$ cat config.mk
export PLATFORM = sky130hd
export DESIGN_NAME = pseudo_random_pwm_lfsr
export DESIGN_NICKNAME = d
export VERILOG_FILES = /design/src/design/prpwm_pkg.sv /design/src/design/pseudo_random_pwm_lfsr.sv
export VERILOG_INCLUDE_DIRS = /design/src /design/src/design
export SDC_FILE = /design/constraint.sdc
export NUM_CORES = 1
export LEC_CHECK = 0
export BUFFER_PORTS_ARGS = -buffer_cell sky130_fd_sc_hd__buf_2
export CAP_MARGIN = 20
export CORE_UTILIZATION = 30
export DETAILED_ROUTE_END_ITERATION = 8
export PLACE_DENSITY = 0.51
export SLEW_MARGIN = 10
export SYNTH_ARGS = -nofsm -noshare
export SYNTH_HDL_FRONTEND = slang
export SYNTH_SLANG_ARGS = --single-unit
$ cat constraint.sdc
create_clock -name core_clk_i -period 3.2 [get_ports core_clk_i]
set_clock_uncertainty 0.1 [all_clocks]
set_input_delay 0.16 -clock core_clk_i [delete_from_list [all_inputs] [get_ports core_clk_i]]
set_output_delay 0.16 -clock core_clk_i [all_outputs]
set_load 0.1 [all_outputs]
$ cat src/design/prpwm_regs.svh
// Register offsets, field positions and reset values of the pseudo-random PWM block
`ifndef PRPWM_REGS_SVH
`define PRPWM_REGS_SVH

`define PRPWM_CTRL_OFFS      12'h000
`define PRPWM_COUNTER_OFFS   12'h004
`define PRPWM_PERIOD_OFFS    12'h008
`define PRPWM_TAP_MASK_OFFS  12'h00c
`define PRPWM_CMP_A_OFFS     12'h010
`define PRPWM_CMP_B_OFFS     12'h014
`define PRPWM_STATUS_OFFS    12'h018
`define PRPWM_INT_STAT_OFFS  12'h01c
`define PRPWM_INT_MASK_OFFS  12'h020

`define PRPWM_CTRL_RUN_BIT   0
`define PRPWM_CTRL_STOPK_BIT 1
`define PRPWM_CTRL_INV_BIT   2
`define PRPWM_CTRL_KILL_BIT  3

`define PRPWM_INT_TC_BIT     0
`define PRPWM_INT_CMPA_BIT   1
`define PRPWM_INT_CMPB_BIT   2

`define PRPWM_TAP_MASK_RST   32'h0000_002d
`define PRPWM_WORD_RST       32'h0000_0000
`define PRPWM_PRESCALE_RST   8'h00

`endif

$ cat src/design/prpwm_pkg.sv
// Types shared by the pseudo-random PWM block
package prpwm_pkg;

	// Last member is bit 0, so run sits at the bottom of the control word
	typedef struct packed {
		logic sw_kill;
		logic invert;
		logic stop_on_kill;
		logic run;
	} ctrl_type;

	typedef struct packed {
		logic terminal_count_event;
		logic compare_b_hit;
		logic compare_a_hit;
	} event_type;

	typedef enum logic [1:0] {
		AXI_IDLE = 2'b00,
		AXI_RESP = 2'b01
	} axi_state_type;

endpackage : prpwm_pkg

$ cat src/design/pseudo_random_pwm_lfsr.sv
// Pseudo-random PWM generator with LFSR counter and AXI4-Lite registers
//
// Chosen here: register access over AXI4-Lite and the placing of the registers.
`timescale 1ns/100ps
`default_nettype none
`include "prpwm_regs.svh"

// Summary of operation
// - Drive a line output and a complementary line output from one compare result.
// - Counter steps as an LFSR with taps from the tap mask register.
// - 16-bit: feedback is XOR of masked bits, shift right, insert at bit 15.
// - 32-bit: shift right one, XOR of masked bits enters bit 31.
// - Max-length 16-bit taps are counter bits 5, 3, 2 and 0.
// - 8-bit LFSR in upper byte uses bits 12, 11, 10 and 8.
// - Max-length 32-bit taps are counter bits 7, 6, 2 and 0.
// - Seed 0xace1 with 16-bit taps steps 0xace1, 0x5670, repeats after 65535.
// - Shorter n-bit LFSR in upper bits gives period 2^n-1; tap t is bit 16-t.
// - Any tap mask is accepted and yields its own period.
// - Line high when low counter bits are below the compare value.
// - Terminal count on counter equal period, compare hits on equal compare values.
// - Control bit 2 (invert) inverts the line polarity.
// - Kill suppresses both outputs while it lasts; with stop-on-kill it also stops the counter and clears run.
module pseudo_random_pwm_lfsr #(
	parameter int unsigned GROUP_COUNTER_WIDTH = 16
) (
	input  wire logic        core_clk_i,
	input  wire logic        rst_b_i,
	input  wire logic        clk_en_i,
	input  wire logic        count_tick_i,
	input  wire logic        kill_i,
	input  wire logic [11:0] s_axi_awaddr_i,
	input  wire logic        s_axi_awvalid_i,
	output logic             s_axi_awready_o,
	input  wire logic [31:0] s_axi_wdata_i,
	input  wire logic [3:0]  s_axi_wstrb_i,
	input  wire logic        s_axi_wvalid_i,
	output logic             s_axi_wready_o,
	output logic [1:0]       s_axi_bresp_o,
	output logic             s_axi_bvalid_o,
	input  wire logic        s_axi_bready_i,
	input  wire logic [11:0] s_axi_araddr_i,
	input  wire logic        s_axi_arvalid_i,
	output logic             s_axi_arready_o,
	output logic [31:0]      s_axi_rdata_o,
	output logic [1:0]       s_axi_rresp_o,
	output logic             s_axi_rvalid_o,
	input  wire logic        s_axi_rready_i,
	output logic             line_wave_out_o,
	output logic             inverse_wave_out_o,
	output logic             terminal_count_event_o,
	output logic             compare_a_hit_o,
	output logic             compare_b_hit_o,
	output logic             irq_o
);

	localparam int unsigned W = GROUP_COUNTER_WIDTH;

	// ==========================================================
	// Registers
	prpwm_pkg::ctrl_type      ctrl_r;
	logic [W-1:0]             counter_r;
	logic [W-1:0]             period_r;
	logic [W-1:0]             tap_mask_reg_r;
	logic [W-1:0]             compare_value_a_r;
	logic [W-1:0]             compare_value_b_r;
	logic [2:0]               int_stat_r;
	logic [2:0]               int_mask_r;
	prpwm_pkg::event_type     evt_nxt;
	prpwm_pkg::axi_state_type wr_state_r;
	logic                     aw_got_r;
	logic                     w_got_r;
	logic [11:0]              awaddr_r;
	logic [31:0]              wdata_r;
	logic [3:0]               wstrb_r;
	logic                     wr_fire;
	logic                     wr_ok;
	logic                     rd_ok;
	logic [31:0]              rd_word;
	logic                     step;
	logic                     feedback;
	logic                     killed;
	logic                     line_raw;
	logic                     line_nxt;

	function automatic logic [31:0] merge_word(input logic [31:0] old_w, input logic [31:0] new_w,
			input logic [3:0] strb);
		logic [31:0] res;
		res = old_w;
		for (int i = 0; i < 4; i++) begin
			if (strb[i]) begin
				res[8*i +: 8] = new_w[8*i +: 8];
			end
		end
		return res;
	endfunction : merge_word

	function automatic logic map_hit(input logic [11:0] addr);
		map_hit = (addr == `PRPWM_CTRL_OFFS) || (addr == `PRPWM_COUNTER_OFFS) ||
			(addr == `PRPWM_PERIOD_OFFS) || (addr == `PRPWM_TAP_MASK_OFFS) ||
			(addr == `PRPWM_CMP_A_OFFS) || (addr == `PRPWM_CMP_B_OFFS) ||
			(addr == `PRPWM_STATUS_OFFS) || (addr == `PRPWM_INT_STAT_OFFS) ||
			(addr == `PRPWM_INT_MASK_OFFS);
	endfunction : map_hit

	// ==========================================================
	// AXI4-Lite write channel
	assign s_axi_awready_o = (wr_state_r == prpwm_pkg::AXI_IDLE) && !aw_got_r;
	assign s_axi_wready_o  = (wr_state_r == prpwm_pkg::AXI_IDLE) && !w_got_r;
	assign wr_fire         = clk_en_i && (wr_state_r == prpwm_pkg::AXI_IDLE) &&
		(aw_got_r || s_axi_awvalid_i) && (w_got_r || s_axi_wvalid_i);
	logic [11:0] wr_addr;
	logic [31:0] wr_data;
	logic [3:0]  wr_strb;
	assign wr_addr = aw_got_r ? awaddr_r : s_axi_awaddr_i;
	assign wr_data = w_got_r ? wdata_r : s_axi_wdata_i;
	assign wr_strb = w_got_r ? wstrb_r : s_axi_wstrb_i;
	assign wr_ok   = map_hit(wr_addr);

	always_ff @(posedge core_clk_i or negedge rst_b_i) begin
		if (!rst_b_i) begin
			wr_state_r     <= prpwm_pkg::AXI_IDLE;
			aw_got_r       <= 1'b0;
			w_got_r        <= 1'b0;
			awaddr_r       <= 12'h000;
			wdata_r        <= `PRPWM_WORD_RST;
			wstrb_r        <= 4'h0;
			s_axi_bvalid_o <= 1'b0;
			s_axi_bresp_o  <= 2'h0;
		end else if (clk_en_i) begin
			if (wr_fire) begin
				wr_state_r     <= prpwm_pkg::AXI_RESP;
				aw_got_r       <= 1'b0;
				w_got_r        <= 1'b0;
				s_axi_bvalid_o <= 1'b1;
				s_axi_bresp_o  <= wr_ok ? 2'h0 : 2'h2;
			end else if (wr_state_r == prpwm_pkg::AXI_IDLE) begin
				if (s_axi_awvalid_i && !aw_got_r) begin
					aw_got_r <= 1'b1;
					awaddr_r <= s_axi_awaddr_i;
				end
				if (s_axi_wvalid_i && !w_got_r) begin
					w_got_r <= 1'b1;
					wdata_r <= s_axi_wdata_i;
					wstrb_r <= s_axi_wstrb_i;
				end
			end else if (s_axi_bready_i) begin
				wr_state_r     <= prpwm_pkg::AXI_IDLE;
				s_axi_bvalid_o <= 1'b0;
			end
		end
	end

	// ==========================================================
	// AXI4-Lite read channel
	assign s_axi_arready_o = !s_axi_rvalid_o;
	assign rd_ok           = map_hit(s_axi_araddr_i);

	always_comb begin
		rd_word = `PRPWM_WORD_RST;
		if (s_axi_araddr_i == `PRPWM_CTRL_OFFS) begin
			rd_word[3:0] = ctrl_r;
		end else if (s_axi_araddr_i == `PRPWM_COUNTER_OFFS) begin
			rd_word[W-1:0] = counter_r;
		end else if (s_axi_araddr_i == `PRPWM_PERIOD_OFFS) begin
			rd_word[W-1:0] = period_r;
		end else if (s_axi_araddr_i == `PRPWM_TAP_MASK_OFFS) begin
			rd_word[W-1:0] = tap_mask_reg_r;
		end else if (s_axi_araddr_i == `PRPWM_CMP_A_OFFS) begin
			rd_word[W-1:0] = compare_value_a_r;
		end else if (s_axi_araddr_i == `PRPWM_CMP_B_OFFS) begin
			rd_word[W-1:0] = compare_value_b_r;
		end else if (s_axi_araddr_i == `PRPWM_STATUS_OFFS) begin
			rd_word[2:0] = {killed, line_wave_out_o, ctrl_r.run};
		end else if (s_axi_araddr_i == `PRPWM_INT_STAT_OFFS) begin
			rd_word[2:0] = int_stat_r;
		end else if (s_axi_araddr_i == `PRPWM_INT_MASK_OFFS) begin
			rd_word[2:0] = int_mask_r;
		end
	end

	always_ff @(posedge core_clk_i or negedge rst_b_i) begin
		if (!rst_b_i) begin
			s_axi_rvalid_o <= 1'b0;
			s_axi_rdata_o  <= `PRPWM_WORD_RST;
			s_axi_rresp_o  <= 2'h0;
		end else if (clk_en_i) begin
			if (s_axi_arvalid_i && !s_axi_rvalid_o) begin
				s_axi_rvalid_o <= 1'b1;
				s_axi_rdata_o  <= rd_word;
				s_axi_rresp_o  <= rd_ok ? 2'h0 : 2'h2;
			end else if (s_axi_rready_i) begin
				s_axi_rvalid_o <= 1'b0;
			end
		end
	end

	// ==========================================================
	// Configuration registers
	always_ff @(posedge core_clk_i or negedge rst_b_i) begin
		if (!rst_b_i) begin
			ctrl_r            <= '0;
			period_r          <= '0;
			tap_mask_reg_r    <= W'(`PRPWM_TAP_MASK_RST);
			compare_value_a_r <= '0;
			compare_value_b_r <= '0;
			int_mask_r        <= 3'h0;
		end else if (clk_en_i) begin
			if (wr_fire && wr_addr == `PRPWM_CTRL_OFFS) begin
				ctrl_r <= 4'(merge_word(32'(ctrl_r), wr_data, wr_strb));
			end else if (killed && ctrl_r.stop_on_kill) begin
				ctrl_r.run <= 1'b0;
			end
			if (wr_fire && wr_addr == `PRPWM_PERIOD_OFFS) begin
				period_r <= W'(merge_word(32'(period_r), wr_data, wr_strb));
			end
			if (wr_fire && wr_addr == `PRPWM_TAP_MASK_OFFS) begin
				tap_mask_reg_r <= W'(merge_word(32'(tap_mask_reg_r), wr_data, wr_strb));
			end
			if (wr_fire && wr_addr == `PRPWM_CMP_A_OFFS) begin
				compare_value_a_r <= W'(merge_word(32'(compare_value_a_r), wr_data, wr_strb));
			end
			if (wr_fire && wr_addr == `PRPWM_CMP_B_OFFS) begin
				compare_value_b_r <= W'(merge_word(32'(compare_value_b_r), wr_data, wr_strb));
			end
			if (wr_fire && wr_addr == `PRPWM_INT_MASK_OFFS) begin
				int_mask_r <= 3'(merge_word(32'(int_mask_r), wr_data, wr_strb));
			end
		end
	end

	// ==========================================================
	// LFSR counter
	assign killed   = kill_i || ctrl_r.sw_kill;
	assign step     = clk_en_i && count_tick_i && ctrl_r.run && !(killed && ctrl_r.stop_on_kill);
	// Masked XOR covers every documented tap set; zero stays zero, no lock-up escape
	assign feedback = ^(counter_r & tap_mask_reg_r);

	always_ff @(posedge core_clk_i or negedge rst_b_i) begin
		if (!rst_b_i) begin
			counter_r <= '0;
		end else if (clk_en_i) begin
			if (wr_fire && wr_addr == `PRPWM_COUNTER_OFFS) begin
				counter_r <= W'(merge_word(32'(counter_r), wr_data, wr_strb));
			end else if (step) begin
				counter_r <= {feedback, counter_r[W-1:1]};
			end
		end
	end

	// ==========================================================
	// Events and interrupts
	always_comb begin
		evt_nxt.terminal_count_event = step && (counter_r == period_r);
		evt_nxt.compare_a_hit        = step && (counter_r == compare_value_a_r);
		evt_nxt.compare_b_hit        = step && (counter_r == compare_value_b_r);
	end

	always_ff @(posedge core_clk_i or negedge rst_b_i) begin
		if (!rst_b_i) begin
			terminal_count_event_o <= 1'b0;
			compare_a_hit_o        <= 1'b0;
			compare_b_hit_o        <= 1'b0;
		end else if (clk_en_i) begin
			terminal_count_event_o <= evt_nxt.terminal_count_event;
			compare_a_hit_o        <= evt_nxt.compare_a_hit;
			compare_b_hit_o        <= evt_nxt.compare_b_hit;
		end
	end

	// Set wins over a write-one clear in the same cycle
	always_ff @(posedge core_clk_i or negedge rst_b_i) begin
		if (!rst_b_i) begin
			int_stat_r <= 3'h0;
		end else if (clk_en_i) begin
			int_stat_r <= (int_stat_r & ~((wr_fire && wr_addr == `PRPWM_INT_STAT_OFFS) ? wr_data[2:0] : 3'h0))
				| {evt_nxt.compare_b_hit, evt_nxt.compare_a_hit, evt_nxt.terminal_count_event};
		end
	end

	assign irq_o = |(int_stat_r & int_mask_r);

	// ==========================================================
	// Line outputs
	assign line_raw = {1'b0, counter_r[W-2:0]} < compare_value_a_r;
	assign line_nxt = line_raw ^ ctrl_r.invert;

	always_ff @(posedge core_clk_i or negedge rst_b_i) begin
		if (!rst_b_i) begin
			line_wave_out_o    <= 1'b0;
			inverse_wave_out_o <= 1'b0;
		end else if (clk_en_i) begin
			line_wave_out_o    <= killed ? 1'b0 : line_nxt;
			inverse_wave_out_o <= killed ? 1'b0 : !line_nxt;
		end
	end

endmodule : pseudo_random_pwm_lfsr
`default_nettype wire

==> Word-level counts from Yosys, hierarchy flattened <==
Cells that the tools add are included.
{ "totals": {"output_inout_bits": 47, "elab_cells": 183, "register_bits": 151} }
{ "op_classes": {"order_cmp": 1, "n_eq_ne": 23, "n_reduce_logical": 80, "muxes": 40, "bitwise": 7} }
{ "op_table": {"columns": ["cell", "count"], "rows": [
  ["16-bit two-way mux", 7],
  ["12-bit by 5-bit == test with 1-bit output (second input constant)", 8],
  ["12-bit by 4-bit == test with 1-bit output (second input constant)", 4],
  ["16-bit == test", 3],
  ["3-bit AND reduction", 16],
  ["12-bit by 3-bit == test with 1-bit output (second input constant)", 2],
  ["12-bit by 6-bit == test with 1-bit output (second input constant)", 2],
  ["12-bit logical NOT", 2],
  ["12-bit two-way mux", 2],
  ["1-bit logical AND", 23],
  ["1-bit logical OR", 19],
  ["16-bit AND", 1],
  ["15-bit by 16-bit < comparator with 1-bit output", 1],
  ["1-bit two-way mux", 16],
  ["8-bit two-way mux", 2],
  ["16-bit XOR reduction", 1],
  ["3-bit two-way mux", 5],
  ["2-bit nonzero test", 7],
  ["13-bit two-way mux", 1],
  ["2-bit two-way mux", 6],
  ["2-bit != test (second input constant)", 4],
  ["4-bit AND reduction", 2],
  ["3-bit AND", 2],
  ["2-bit AND reduction", 3],
  ["8 further kinds", 12]
]} }

==> Depth between registers and ports, before layout <==
Gate-level depths: netlist of the first run.
{ "logic_depth": {"ltp_word": 11, "depth_mapped": 9, "depth_no_buf": 9} }

==> Least setup slack after synthesis of the first run <==
Ideal clock, no wire load.
{ "synth_path": {"path_kind": "register to register", "from": "reg s_axi_bvalid_o (netlist name)", "to": "reg wdata_r[10]", "path_stages_with_launch": 5, "setup_ns": 0.125, "path_buffers": 1, "period_less_slack_ns": 3.640, "setup_slack_ns": -0.440, "t_arrival_ns": 3.415, "cell_sequence": "dfrtp_1 -> nor2_1 -> nand4_1 -> buf_2 -> mux2_2"} }
{ "synth_lines": {"columns": ["item", "line_no", "text"], "rows": [
  ["end signal: assignment", "pseudo_random_pwm_lfsr.sv:125", "wdata_r <= `PRPWM_WORD_RST;"],
  ["end signal: assignment", "pseudo_random_pwm_lfsr.sv:143", "wdata_r <= s_axi_wdata_i;"],
  ["end: declaration", "pseudo_random_pwm_lfsr.sv:73", "logic [31:0] wdata_r;"]
]} }

==> Worst setup path in the final report of the first run <==
{ "layout_path": {"from": "reg counter_r[9]", "to": "reg line_wave_out_o"} }
{ "layout_via": {"elab_chain_cells": 3} }
{ "layout_rtl": {"columns": ["item", "line_no", "text"], "rows": [
  ["start: declaration", "pseudo_random_pwm_lfsr.sv:61", "logic [W-1:0] counter_r;"],
  ["start signal: assignment", "pseudo_random_pwm_lfsr.sv:243", "counter_r <= W'(merge_word(32'(counter_r), wr_data, wr_strb));"],
  ["start signal: assignment", "pseudo_random_pwm_lfsr.sv:245", "counter_r <= {feedback, counter_r[W-1:1]};"],
  ["15-bit by 16-bit < comparator with 1-bit output", "pseudo_random_pwm_lfsr.sv:284", "assign line_raw = {1'b0, counter_r[W-2:0]} < compare_value_a_r;"],
  ["1-bit bitwise XOR", "pseudo_random_pwm_lfsr.sv:285", "assign line_nxt = line_raw ^ ctrl_r.invert;"],
  ["1-bit two-way mux", "pseudo_random_pwm_lfsr.sv:292", "line_wave_out_o <= killed ? 1'b0 : line_nxt;"],
  ["end signal: assignment", "pseudo_random_pwm_lfsr.sv:292", null],
  ["end: declaration", "pseudo_random_pwm_lfsr.sv:48", "output logic line_wave_out_o,"]
]} }
Every way passes these cells.
A chain may end at the register's enable or synchronous reset.

==> run summary, run 1 <==
Status - finished, final reports clean
Post-route antenna net violation count - 0
Num CTS Buffers - 17
# nets final - 1038
Register Area - 3684 µm²
Number of synthesized flops with an enable pin - 0
Vias in the first global route - 6281
Hpwl dp - 16.47 mm
Drt drc - 0
Synth top area share - 0.4534
Placed Cells - 1230
Setup Viol. Count Final - 0
FF+latch count, synth - 147
VDD IR max - 0.0005014 V
Worst path max stage delay - 0.52 ns
Root buffer cell - clkbuf_16
Unrepaired setup endpoints after global routing - no
Setup TNS - 0 ns
Clk sinks - 147
Startpoint Class - flip-flop
Yosys Warn Count - 0
Syn avg cell area - 9.396 µm²
Most common cell after layout, fill and taps aside - dfrtp_1
Critical path peak fanout - 7
Synth async-reset ratio - 1.000
Critical Path Sink Type - flip-flop
Worst path cell trace - ha_1, a21oi_1, nor2b_1, o21ai_0, o211ai_1, o21ai_0, xor2_1, a31o_2
Share of cells above drive strength 1 - 0.1967
Via count - 6369
First-pass GRT wire length - 35.55 mm
Tmin final - 2.533 ns
TritonCTS clock tree - yes
Synth top area cells - dfrtp_1, o21ai_0, a21oi_1, nand2_1, mux2_2
Core Rows - 59
WP data required - 3.42 ns
Die W - 164.2 µm
Overall Global Routing Usage - 0.1780
HP Class - in2reg
Worst endpoint data arrival time - 2.76 ns
Setup bufs post-CTS - 0
Final Max Slew Viols - 0
Clk_lat worst skew - 0.43 ns
Hold_buf cts - 39
Fmax - 394.8 MHz
Fin. Hold Viols - 0
Total I/O pin count - 117
Vias/cell - 4.895
Grt total ovfl - 0
Ys flop type - dfrtp_1
Cell count after synthesis - 840
Detailed-route wire length per cell - 17.42 µm
Rel. slew slack - 0.2787
Most frequent cells in the layout - dfrtp_1, nand2_1, nor2_1
Period utilization - 0.7916
Multi-input logic area - 3825 µm²
Largest net degree at the start of global routing - 74
FILL cells - 2662
Lkg Pwr - 4.234 nW
Total routed wirelength - 22.67 mm
First-pass detailed-route iteration total - 5
Synth area leader - dfrtp_1
PortBufs - 80
Synthesized area - 7893 µm²
Synth cell types - 62
CTS max path bufs - 2
Initial drt markers - 471
Area growth syn-to-layout - 21.69%
Area of the core region - 25910 µm²
PwrDens - 638.4 nW/µm²
Total inserted antenna cells - 0
Die area - 26960 µm²
Register area share after synthesis - 0.4667
Slew @ Worst Pin - 1.080 ns
CP most frequent cell - o21ai_0
Starting Density - 0.3046
Fin cells - 1301
Critical path class - reg2reg
Max-cap violations - 0
Chip height - 164.2 µm
Slowest CP cell - o21ai_0
H-tree Lvls - 4
Initial antenna violation count - 0
RD Place Congestion - 0.8621
Worst-path clk slew - 0.07 ns
# resized after CTS - 0
==> cell type report <==
| type | instances | share of cell area |
|---|---|---|
| tap | 335 | 0.04364 |
| clock buffer | 22 | 0.04833 |
| multi-input combinational | 618 | 0.3983 |
| clock inverter | 10 | 0.01303 |
| inverter | 26 | 0.01016 |
| timing repair buffer | 143 | 0.1030 |
| sequential | 147 | 0.3835 |
==> worst paths after layout <==
| path | start | to | slack, ns | cells after the start |
|---|---|---|---|---|
| setup / recovery | counter_r[9] | line_wave_out_o | 0.67 | 8 |
| hold / removal | clk_en_i | ctrl_r[0] | 0.05 | 3 |
| setup reg to reg | counter_r[9] | line_wave_out_o | 0.67 | 8 |
| hold reg to reg | s_axi_rdata_o[2] | s_axi_rdata_o[2] | 0.38 | 2 |
| max in group asynchronous | rst_b_i | tap_mask_reg_r[3] | 1.92 | 3 |
| min in group asynchronous | rst_b_i | period_r[10] | 0.22 | 2 |
==> stage by stage <==
stage	power (mW)	util	hold WS, ns	setup WS [ns]	instance area (µm²)
after floorplan	3.638	-	-0.2356	0.1613	7959
after global placement	4.084	0.3329	0.1475	0.7211	8625
after detailed placement	4.102	0.3329	0.1424	0.6818	8625
after CTS	6.167	0.3707	0.04810	0.6711	9604
after global routing	6.410	0.3707	0.05577	0.4684	9604
final	6.131	0.3707	0.04608	0.6670	9604
==> power by group <==
| part | internal (mW) | switching, mW |
|---|---|---|
| logic | 0.595 | 1.19 |
| clock network | 1.20 | 0.829 |
| registers | 2.12 | 0.198 |
==> per-layer routing <==
metal | routed length (µm) | vias up | track usage
li1 | - | 3145 | -
met1 | 10490 | 3051 | 0.2342
met2 | 10860 | 147 | 0.2900
met3 | 762 | 26 | 0.03485
met4 | 561 | 0 | 0.06187
met5 | 0 | - | 0
==> sequential cells by signal, summed over array words and instances, names as in the netlist, 3 cells and up <==
signal,flops
int_stat_r,3
s_axi_rdata_o,16
compare_value_b_r,16
int_mask_r,3
wdata_r,16
period_r,16
compare_value_a_r,16
ctrl_r,4
counter_r,16
awaddr_r,12
tap_mask_reg_r,16
==> worst max-delay path, delay by kind of cell (launching register included) <==
| kind | cells | cell delay, ns |
|---|---|---|
| fa+ha+maj | 1 | 0.36 |
| xor+xnor | 1 | 0.18 |
| simple gates | 1 | 0.05 |
| flops | 1 | 0.49 |
| compound gates | 5 | 1.24 |
==> kinds of logic (layout without fill, tap and decap cells) <==
| kind of cell | after synthesis | count (layout) | share of synthesized area |
|---|---|---|---|
| buf+inv | 92 | 201 | 0.05707 |
| other cells | 1 | 18 | 0.0004751 |
| flops | 147 | 147 | 0.4667 |
| simple gates | 252 | 252 | 0.1476 |
| xor+xnor | 49 | 49 | 0.05438 |
| compound gates | 229 | 229 | 0.1755 |
| fa+ha+maj | 15 | 15 | 0.02378 |
| mux | 55 | 55 | 0.07451 |
==> synthesized netlist by cell type (all sizes together) (9+ instances only) <==
cell type / n
nand2: 97
nor2: 87
inv: 25
xnor2: 36
xor2: 13
mux2: 30
nor3: 16
ha: 15
clkbuf: 34
a21oi: 78
nand4: 11
mux2i: 25
dfrtp: 143
nor4: 9
a221oi: 15
a22oi: 14
o21ai: 84
buf: 32
Power figures use the tool's default switching activity.
==> run 2: changes to the inputs <==
==> constraint.sdc (replaced) <==
create_clock -name core_clk_i -period 2.4 [get_ports core_clk_i]
set_clock_uncertainty 0.1 [all_clocks]
set_input_delay 0.12 -clock core_clk_i [delete_from_list [all_inputs] [get_ports core_clk_i]]
set_output_delay 0.12 -clock core_clk_i [all_outputs]
set_load 0.1 [all_outputs]
==> run 2 against run 1 <==
Compared with the run above: maximum frequency rose by 11%; clock power rose by 35%; sequential power rose by 34%; non-clock buffer count rose by 39; power rose by 38%; cell count rose by 3.0%; die area did not move; combinational power rose by 47%; first-iteration DRC count rose by 2.1%.
==> run summary, run 2 (synthesis gave the netlist of run 1 again) <==
Max-cap violations - 0
Total power - 8.468 mW
Total inserted antenna cells - 0
Tmin final - 2.281 ns
Worst path max stage delay - 0.40 ns
Vias in the first global route - 6553
Clk_lat worst skew - 0.43 ns
Vias/cell - 4.878
Total I/O pin count - 117
Starting Density - 0.3046
Core Rows - 59
Multi-input logic area - 3855 µm²
First-pass detailed-route iteration total - 5
H-tree Lvls - 4
Worst endpoint data arrival time - 2.55 ns
HP Class - in2reg
Area of the core region - 25910 µm²
Detailed-route wire length per cell - 17.48 µm
Comb power frac - 0.309
Share of cells above drive strength 1 - 0.2368
Status - finished, final reports clean
Period utilization - 0.9503
PwrDens - 846.8 nW/µm²
Setup Viol. Count Final - 0
# nets final - 1077
Setup bufs post-CTS - 0
CTS max path bufs - 2
Lkg Pwr - 4.452 nW
Setup TNS - 0 ns
Drt drc - 0
Fmax - 438.5 MHz
P_sw - 2.998 mW
Rel. slew slack - 0.5917
Initial drt markers - 481
Grt total ovfl - 0
WP data required - 2.67 ns
Final Max Slew Viols - 0
Die area - 26960 µm²
TritonCTS clock tree - yes
Register Area - 3690 µm²
RD Place Congestion - 0.9082
Switching fraction of total power - 0.3540
Critical path peak fanout - 2
Critical path class - reg2reg
Clk sinks - 147
Worst Hold Margin - 0.06865 ns
Most common cell after layout, fill and taps aside - dfrtp_1
Sequential Power Share - 0.368
Startpoint Class - flip-flop
Clk network pwr share - 0.324
First-pass GRT wire length - 37.09 mm
Via count - 6537
Most frequent cells in the layout - dfrtp_1, nand2_1, nor2_1
Area growth syn-to-layout - 26.70%
Hpwl dp - 17.47 mm
Fin. Hold Viols - 0
Initial antenna violation count - 0
Total routed wirelength - 23.42 mm
Unrepaired setup endpoints after global routing - no
Slowest CP cell - dfrtp_1
Post-route antenna net violation count - 0
Num CTS Buffers - 17
CP most frequent cell - o21ai_0
VDD IR max - 0.0008670 V
FILL cells - 2616
Chip height - 164.2 µm
Final Core Density - 0.3859
Setup WS pre-CTS - 0.03959 ns
Worst-path clk slew - 0.06 ns
Slew @ Worst Pin - 0.6124 ns
Overall Global Routing Usage - 0.1841
Largest net degree at the start of global routing - 61
Worst path cell trace - ha_1, a21oi_1, nor2b_1, o21ai_0, o211ai_1, o21ai_0, buf_4, xor2_1, a31o_2
Critical Path Sink Type - flip-flop
Die W - 164.2 µm
Root buffer cell - clkbuf_16
Post-route setup slack - 0.1194 ns
PortBufs - 80
Int Pwr - 5.470 mW
run 2: final timing paths:
check / from / end / slack (ns) / cells past startpoint
min reg2reg: s_axi_rdata_o[1] / s_axi_rdata_o[1] / 0.37 / 2
max: counter_r[9] / line_wave_out_o / 0.12 / 9
min in group asynchronous: rst_b_i / period_r[11] / 0.14 / 2
max reg2reg: counter_r[9] / line_wave_out_o / 0.12 / 9
min: s_axi_araddr_i[2] / s_axi_rdata_o[3] / 0.07 / 4
max in group asynchronous: rst_b_i / tap_mask_reg_r[2] / 1.30 / 3
run 2: per-stage QoR:
stage,instances,cell area (µm²)
final,1340,10000
after global routing,1340,10000
after CTS,1339,9966
after detailed placement,1267,8966
after global placement,1267,8966
after floorplan,857,7981
run 2: critical path, delay by kind of cell (launching register included):
| family | cells | cell delay (ns) |
|---|---|---|
| AO/OA/AOI/OAI | 5 | 0.96 |
| flip-flops | 1 | 0.40 |
| adder cells (fa/ha/maj) | 1 | 0.33 |
| XOR/XNOR | 1 | 0.20 |
| buffers and inverters | 1 | 0.18 |
| AND/OR/NAND/NOR | 1 | 0.05 |
run 2: metal layers:
| metal | vias up | GRT usage | routed length [µm] |
|---|---|---|---|
| li1 | 3222 | - | - |
| met1 | 3139 | 0.2488 | 11020 |
| met2 | 145 | 0.2977 | 11100 |
| met3 | 31 | 0.02904 | 782 |
| met4 | 0 | 0.06271 | 518 |
| met5 | - | 0 | 0 |
run 2: cell type report:
type,instances,share of cell area
Inverter,26,0.01014
Timing Repair Buffer,182,0.1335
Sequential cell,147,0.3690
Clock buffer,19,0.04429
Multi-Input combinational cell,618,0.3855
Clock inverter,13,0.01564
Tap cell,335,0.04192
run 2: power groups by stage:
stage | combinational [mW] | sequential, mW | clock, mW
2_1_floorplan | 1.52 | 3.36 | 0
3_3_place_gp | 2.52 | 3.14 | 0
3_5_place_dp | 2.54 | 3.15 | 0
4_1_cts | 2.60 | 3.11 | 2.79
5_1_grt | 2.81 | 3.17 | 2.89
6_report | 2.61 | 3.12 | 2.74
run 2: timing repair:
item                                    in CTS  in global routing
hold buffers                                40                  0
hold endpoints to repair                    92                  0
resized for setup                            0                  6
endpoints found under the setup margin       0                 71
==> run 3: changes to the inputs <==
--- a/config.mk
+++ b/config.mk
@@ -6,11 +6,12 @@
 export SDC_FILE = /design/constraint.sdc
 export NUM_CORES = 1
 export LEC_CHECK = 0
-export BUFFER_PORTS_ARGS = -buffer_cell sky130_fd_sc_hd__buf_2
+export ABC_AREA = 1
 export CAP_MARGIN = 20
 export CORE_UTILIZATION = 30
 export DETAILED_ROUTE_END_ITERATION = 8
-export PLACE_DENSITY = 0.51
+export DONT_BUFFER_PORTS = 1
+export PLACE_DENSITY = 0.48
 export SLEW_MARGIN = 10
 export SYNTH_ARGS = -nofsm -noshare
 export SYNTH_HDL_FRONTEND = slang
==> run 3 against run 2 <==
Compared with the run above: the flow now finishes with violations (negative hold slack); critical path depth shrank 1; routed wire length increased by 10%; register-to-register slack improved by 0.09 ns; count of clock-buffer cells in the layout rose by 2; worst setup slack improved by 0.0044 ns; sequential power down 2%; sequential cell count unchanged; power rose by 0.25%; first-iteration DRC count rose by 18%; utilization decreased by 1.5 points.
==> run summary, run 3 <==
Fmax - 439.3 MHz
Top cell family by delay on the critical path - buffers and inverters
Worst path max stage delay - 0.86 ns
Setup WS pre-CTS - 0.1020 ns
Reg-to-reg critical path endpoint - tap_mask_reg_r[0]
Worst-path clk slew - 0.07 ns
Via count - 7669
Hold_buf cts - 39
Synth cell count leaders - nand2_1, dfrtp_1, inv_1, o21ai_0, nor2_1
Critical path peak fanout - 16
Worst setup endpoint - tap_mask_reg_r[0]
Violated checks - negative hold slack
Worst Hold Margin - -0.7013 ns
Clk_lat worst skew - 0.43 ns
Reg2reg path depth - 9
WP depth - 8
Total routed wirelength - 25.78 mm
Chip height - 171.0 µm
FILL cells - 3029
Num CTS Buffers - 17
First-pass GRT wire length - 40.60 mm
Rel. slew slack - 0.3944
Yosys Warn Count - 0
Synth top area share - 0.4179
Clk sinks - 147
Worst endpoint data arrival time - 2.51 ns
Detailed-route wire length per cell - 15.75 µm
TritonCTS clock tree - yes
Startpoint Class - input port
Area of the core region - 27930 µm²
Area growth syn-to-layout - 20.91%
Total inserted antenna cells - 0
Most common cell in the synthesized netlist - nand2_1
Status - complete, but fails checks
Setup TNS - 0 ns
Critical Path Sink Type - flip-flop
VDD IR max - 0.0009410 V
H-tree Lvls - 4
Period utilization - 0.9485
Starting Density - 0.3065
Hpwl dp - 18.80 mm
Max-cap violations - 0
Grt total ovfl - 0
Vias/cell - 4.685
WP data required - 2.63 ns
Initial antenna violation count - 0
Synth async-reset ratio - 1.000
First-pass detailed-route iteration total - 5
RD Place Congestion - 0.8730
Lkg Pwr - 5.112 nW
Slew @ Worst Pin - 0.9023 ns
Die area - 29220 µm²
Register area share after synthesis - 0.4302
Synth area leader - dfrtp_1
Post-route antenna net violation count - 0
Synthesized area - 8563 µm²
Syn avg cell area - 7.395 µm²
Initial drt markers - 567
Worst path cell trace - dlygate4sd3_1, o211ai_1, inv_1, o21ai_2, buf_4, nor2_2, nand3_2, o21ai_0
Core Rows - 61
# nets final - 1332
Fin. Hold Viols - 147
Setup Viol. Count Final - 0
Unrepaired setup endpoints after global routing - no
Finished Cell Area - 10350 µm²
Synth cell types - 46
Number of synthesized flops with an enable pin - 0
Placed Area - 9323 µm²
Slowest CP cell - dlygate4sd3_1
Drt drc - 0
Tmin final - 2.276 ns
WP buf/inv - 3
Final Max Slew Viols - 0
Synth top area cells - dfrtp_1, nand2_1, o21ai_0, inv_1, nor2_1
R2r setup slk - 0.21 ns
PwrDens - 819.9 nW/µm²
Placed Cells - 1567
Vias in the first global route - 7219
Most common cell after layout, fill and taps aside - nand2_1
Ys flop type - dfrtp_1
Total power - 8.489 mW
Critical path class - in2reg
RR Startpoint - aw_got_r
Total I/O pin count - 117
PortBufs - 0
Post-route setup slack - 0.1237 ns
Overall Global Routing Usage - 0.1847
HP Class - in2async
Cell count after synthesis - 1158
FF+latch count, synth - 147
Final Core Density - 0.3706
Share of cells above drive strength 1 - 0.1207
Most frequent cells in the layout - nand2_1, dfrtp_1, inv_1
Worst Setup SP - clk_en_i
Die W - 171.0 µm
Largest net degree at the start of global routing - 148
Root buffer cell - clkbuf_16
CTS max path bufs - 2
Fin cells - 1637
==> run 3: kinds of logic (layout without fill, tap and decap cells) <==
group | Yosys count | count (layout) | synth area share
AO/OA/AOI/OAI | 216 | 216 | 0.1366
adder cells (fa/ha/maj) | 15 | 15 | 0.02192
XOR/XNOR | 35 | 35 | 0.03580
flip-flops | 147 | 147 | 0.4302
AND/OR/NAND/NOR | 549 | 549 | 0.2769
other | 1 | 18 | 0.0004379
buffers and inverters | 195 | 279 | 0.09819
==> run 3: final cells by class <==
| type | instances | area, µm² | area share |
|---|---|---|---|
| clock buffer | 21 | 460.4 | 0.04447 |
| clock inverter | 10 | 156.4 | 0.01511 |
| inverter | 143 | 543.0 | 0.05245 |
| multi-input combinational | 833 | 4144 | 0.4002 |
| sequential | 147 | 3691 | 0.3565 |
| tap | 378 | 473.0 | 0.04568 |
| timing repair buffer | 105 | 885.9 | 0.08556 |
==> run 3: how the worst min path moves through the flow <==
stage                     cells after the start  slack (ns)           endpoint    start
after floorplan                               0       -0.28           aw_got_r  rst_b_i
after global placement                        0       -0.26  s_axi_rdata_o[12]  rst_b_i
after detailed placement                      0       -0.27  s_axi_rdata_o[12]  rst_b_i
after CTS                                     0       -0.73  s_axi_rdata_o[14]  rst_b_i
after global routing                          0       -0.73   s_axi_rdata_o[6]  rst_b_i
final                                         0       -0.70  s_axi_rdata_o[10]  rst_b_i
==> run 3: what timing repair did <==
action / in CTS / in global routing
setup endpoints to repair: 0 / 47
buffers inserted: 0 / 0
hold endpoints to repair: 191 / 147
gates resized for setup: 0 / 5
==> run 3: where the power goes <==
part,internal (mW),leakage (nW),switching (mW)
Sequential,2.82,1.87,0.231
Clock,1.79,0.303,1.08
Combinational,0.749,2.94,1.82
Total,5.36,5.11,3.13
==> run 3: per-layer routing <==
layer / vias to the layer above / global-route usage / share of wire
li1: 3852 / - / -
met1: 3582 / 0.2536 / 0.48
met2: 206 / 0.2891 / 0.45
met3: 29 / 0.03771 / 0.052
met4: 0 / 0.05939 / 0.021
met5: - / 0 / 0
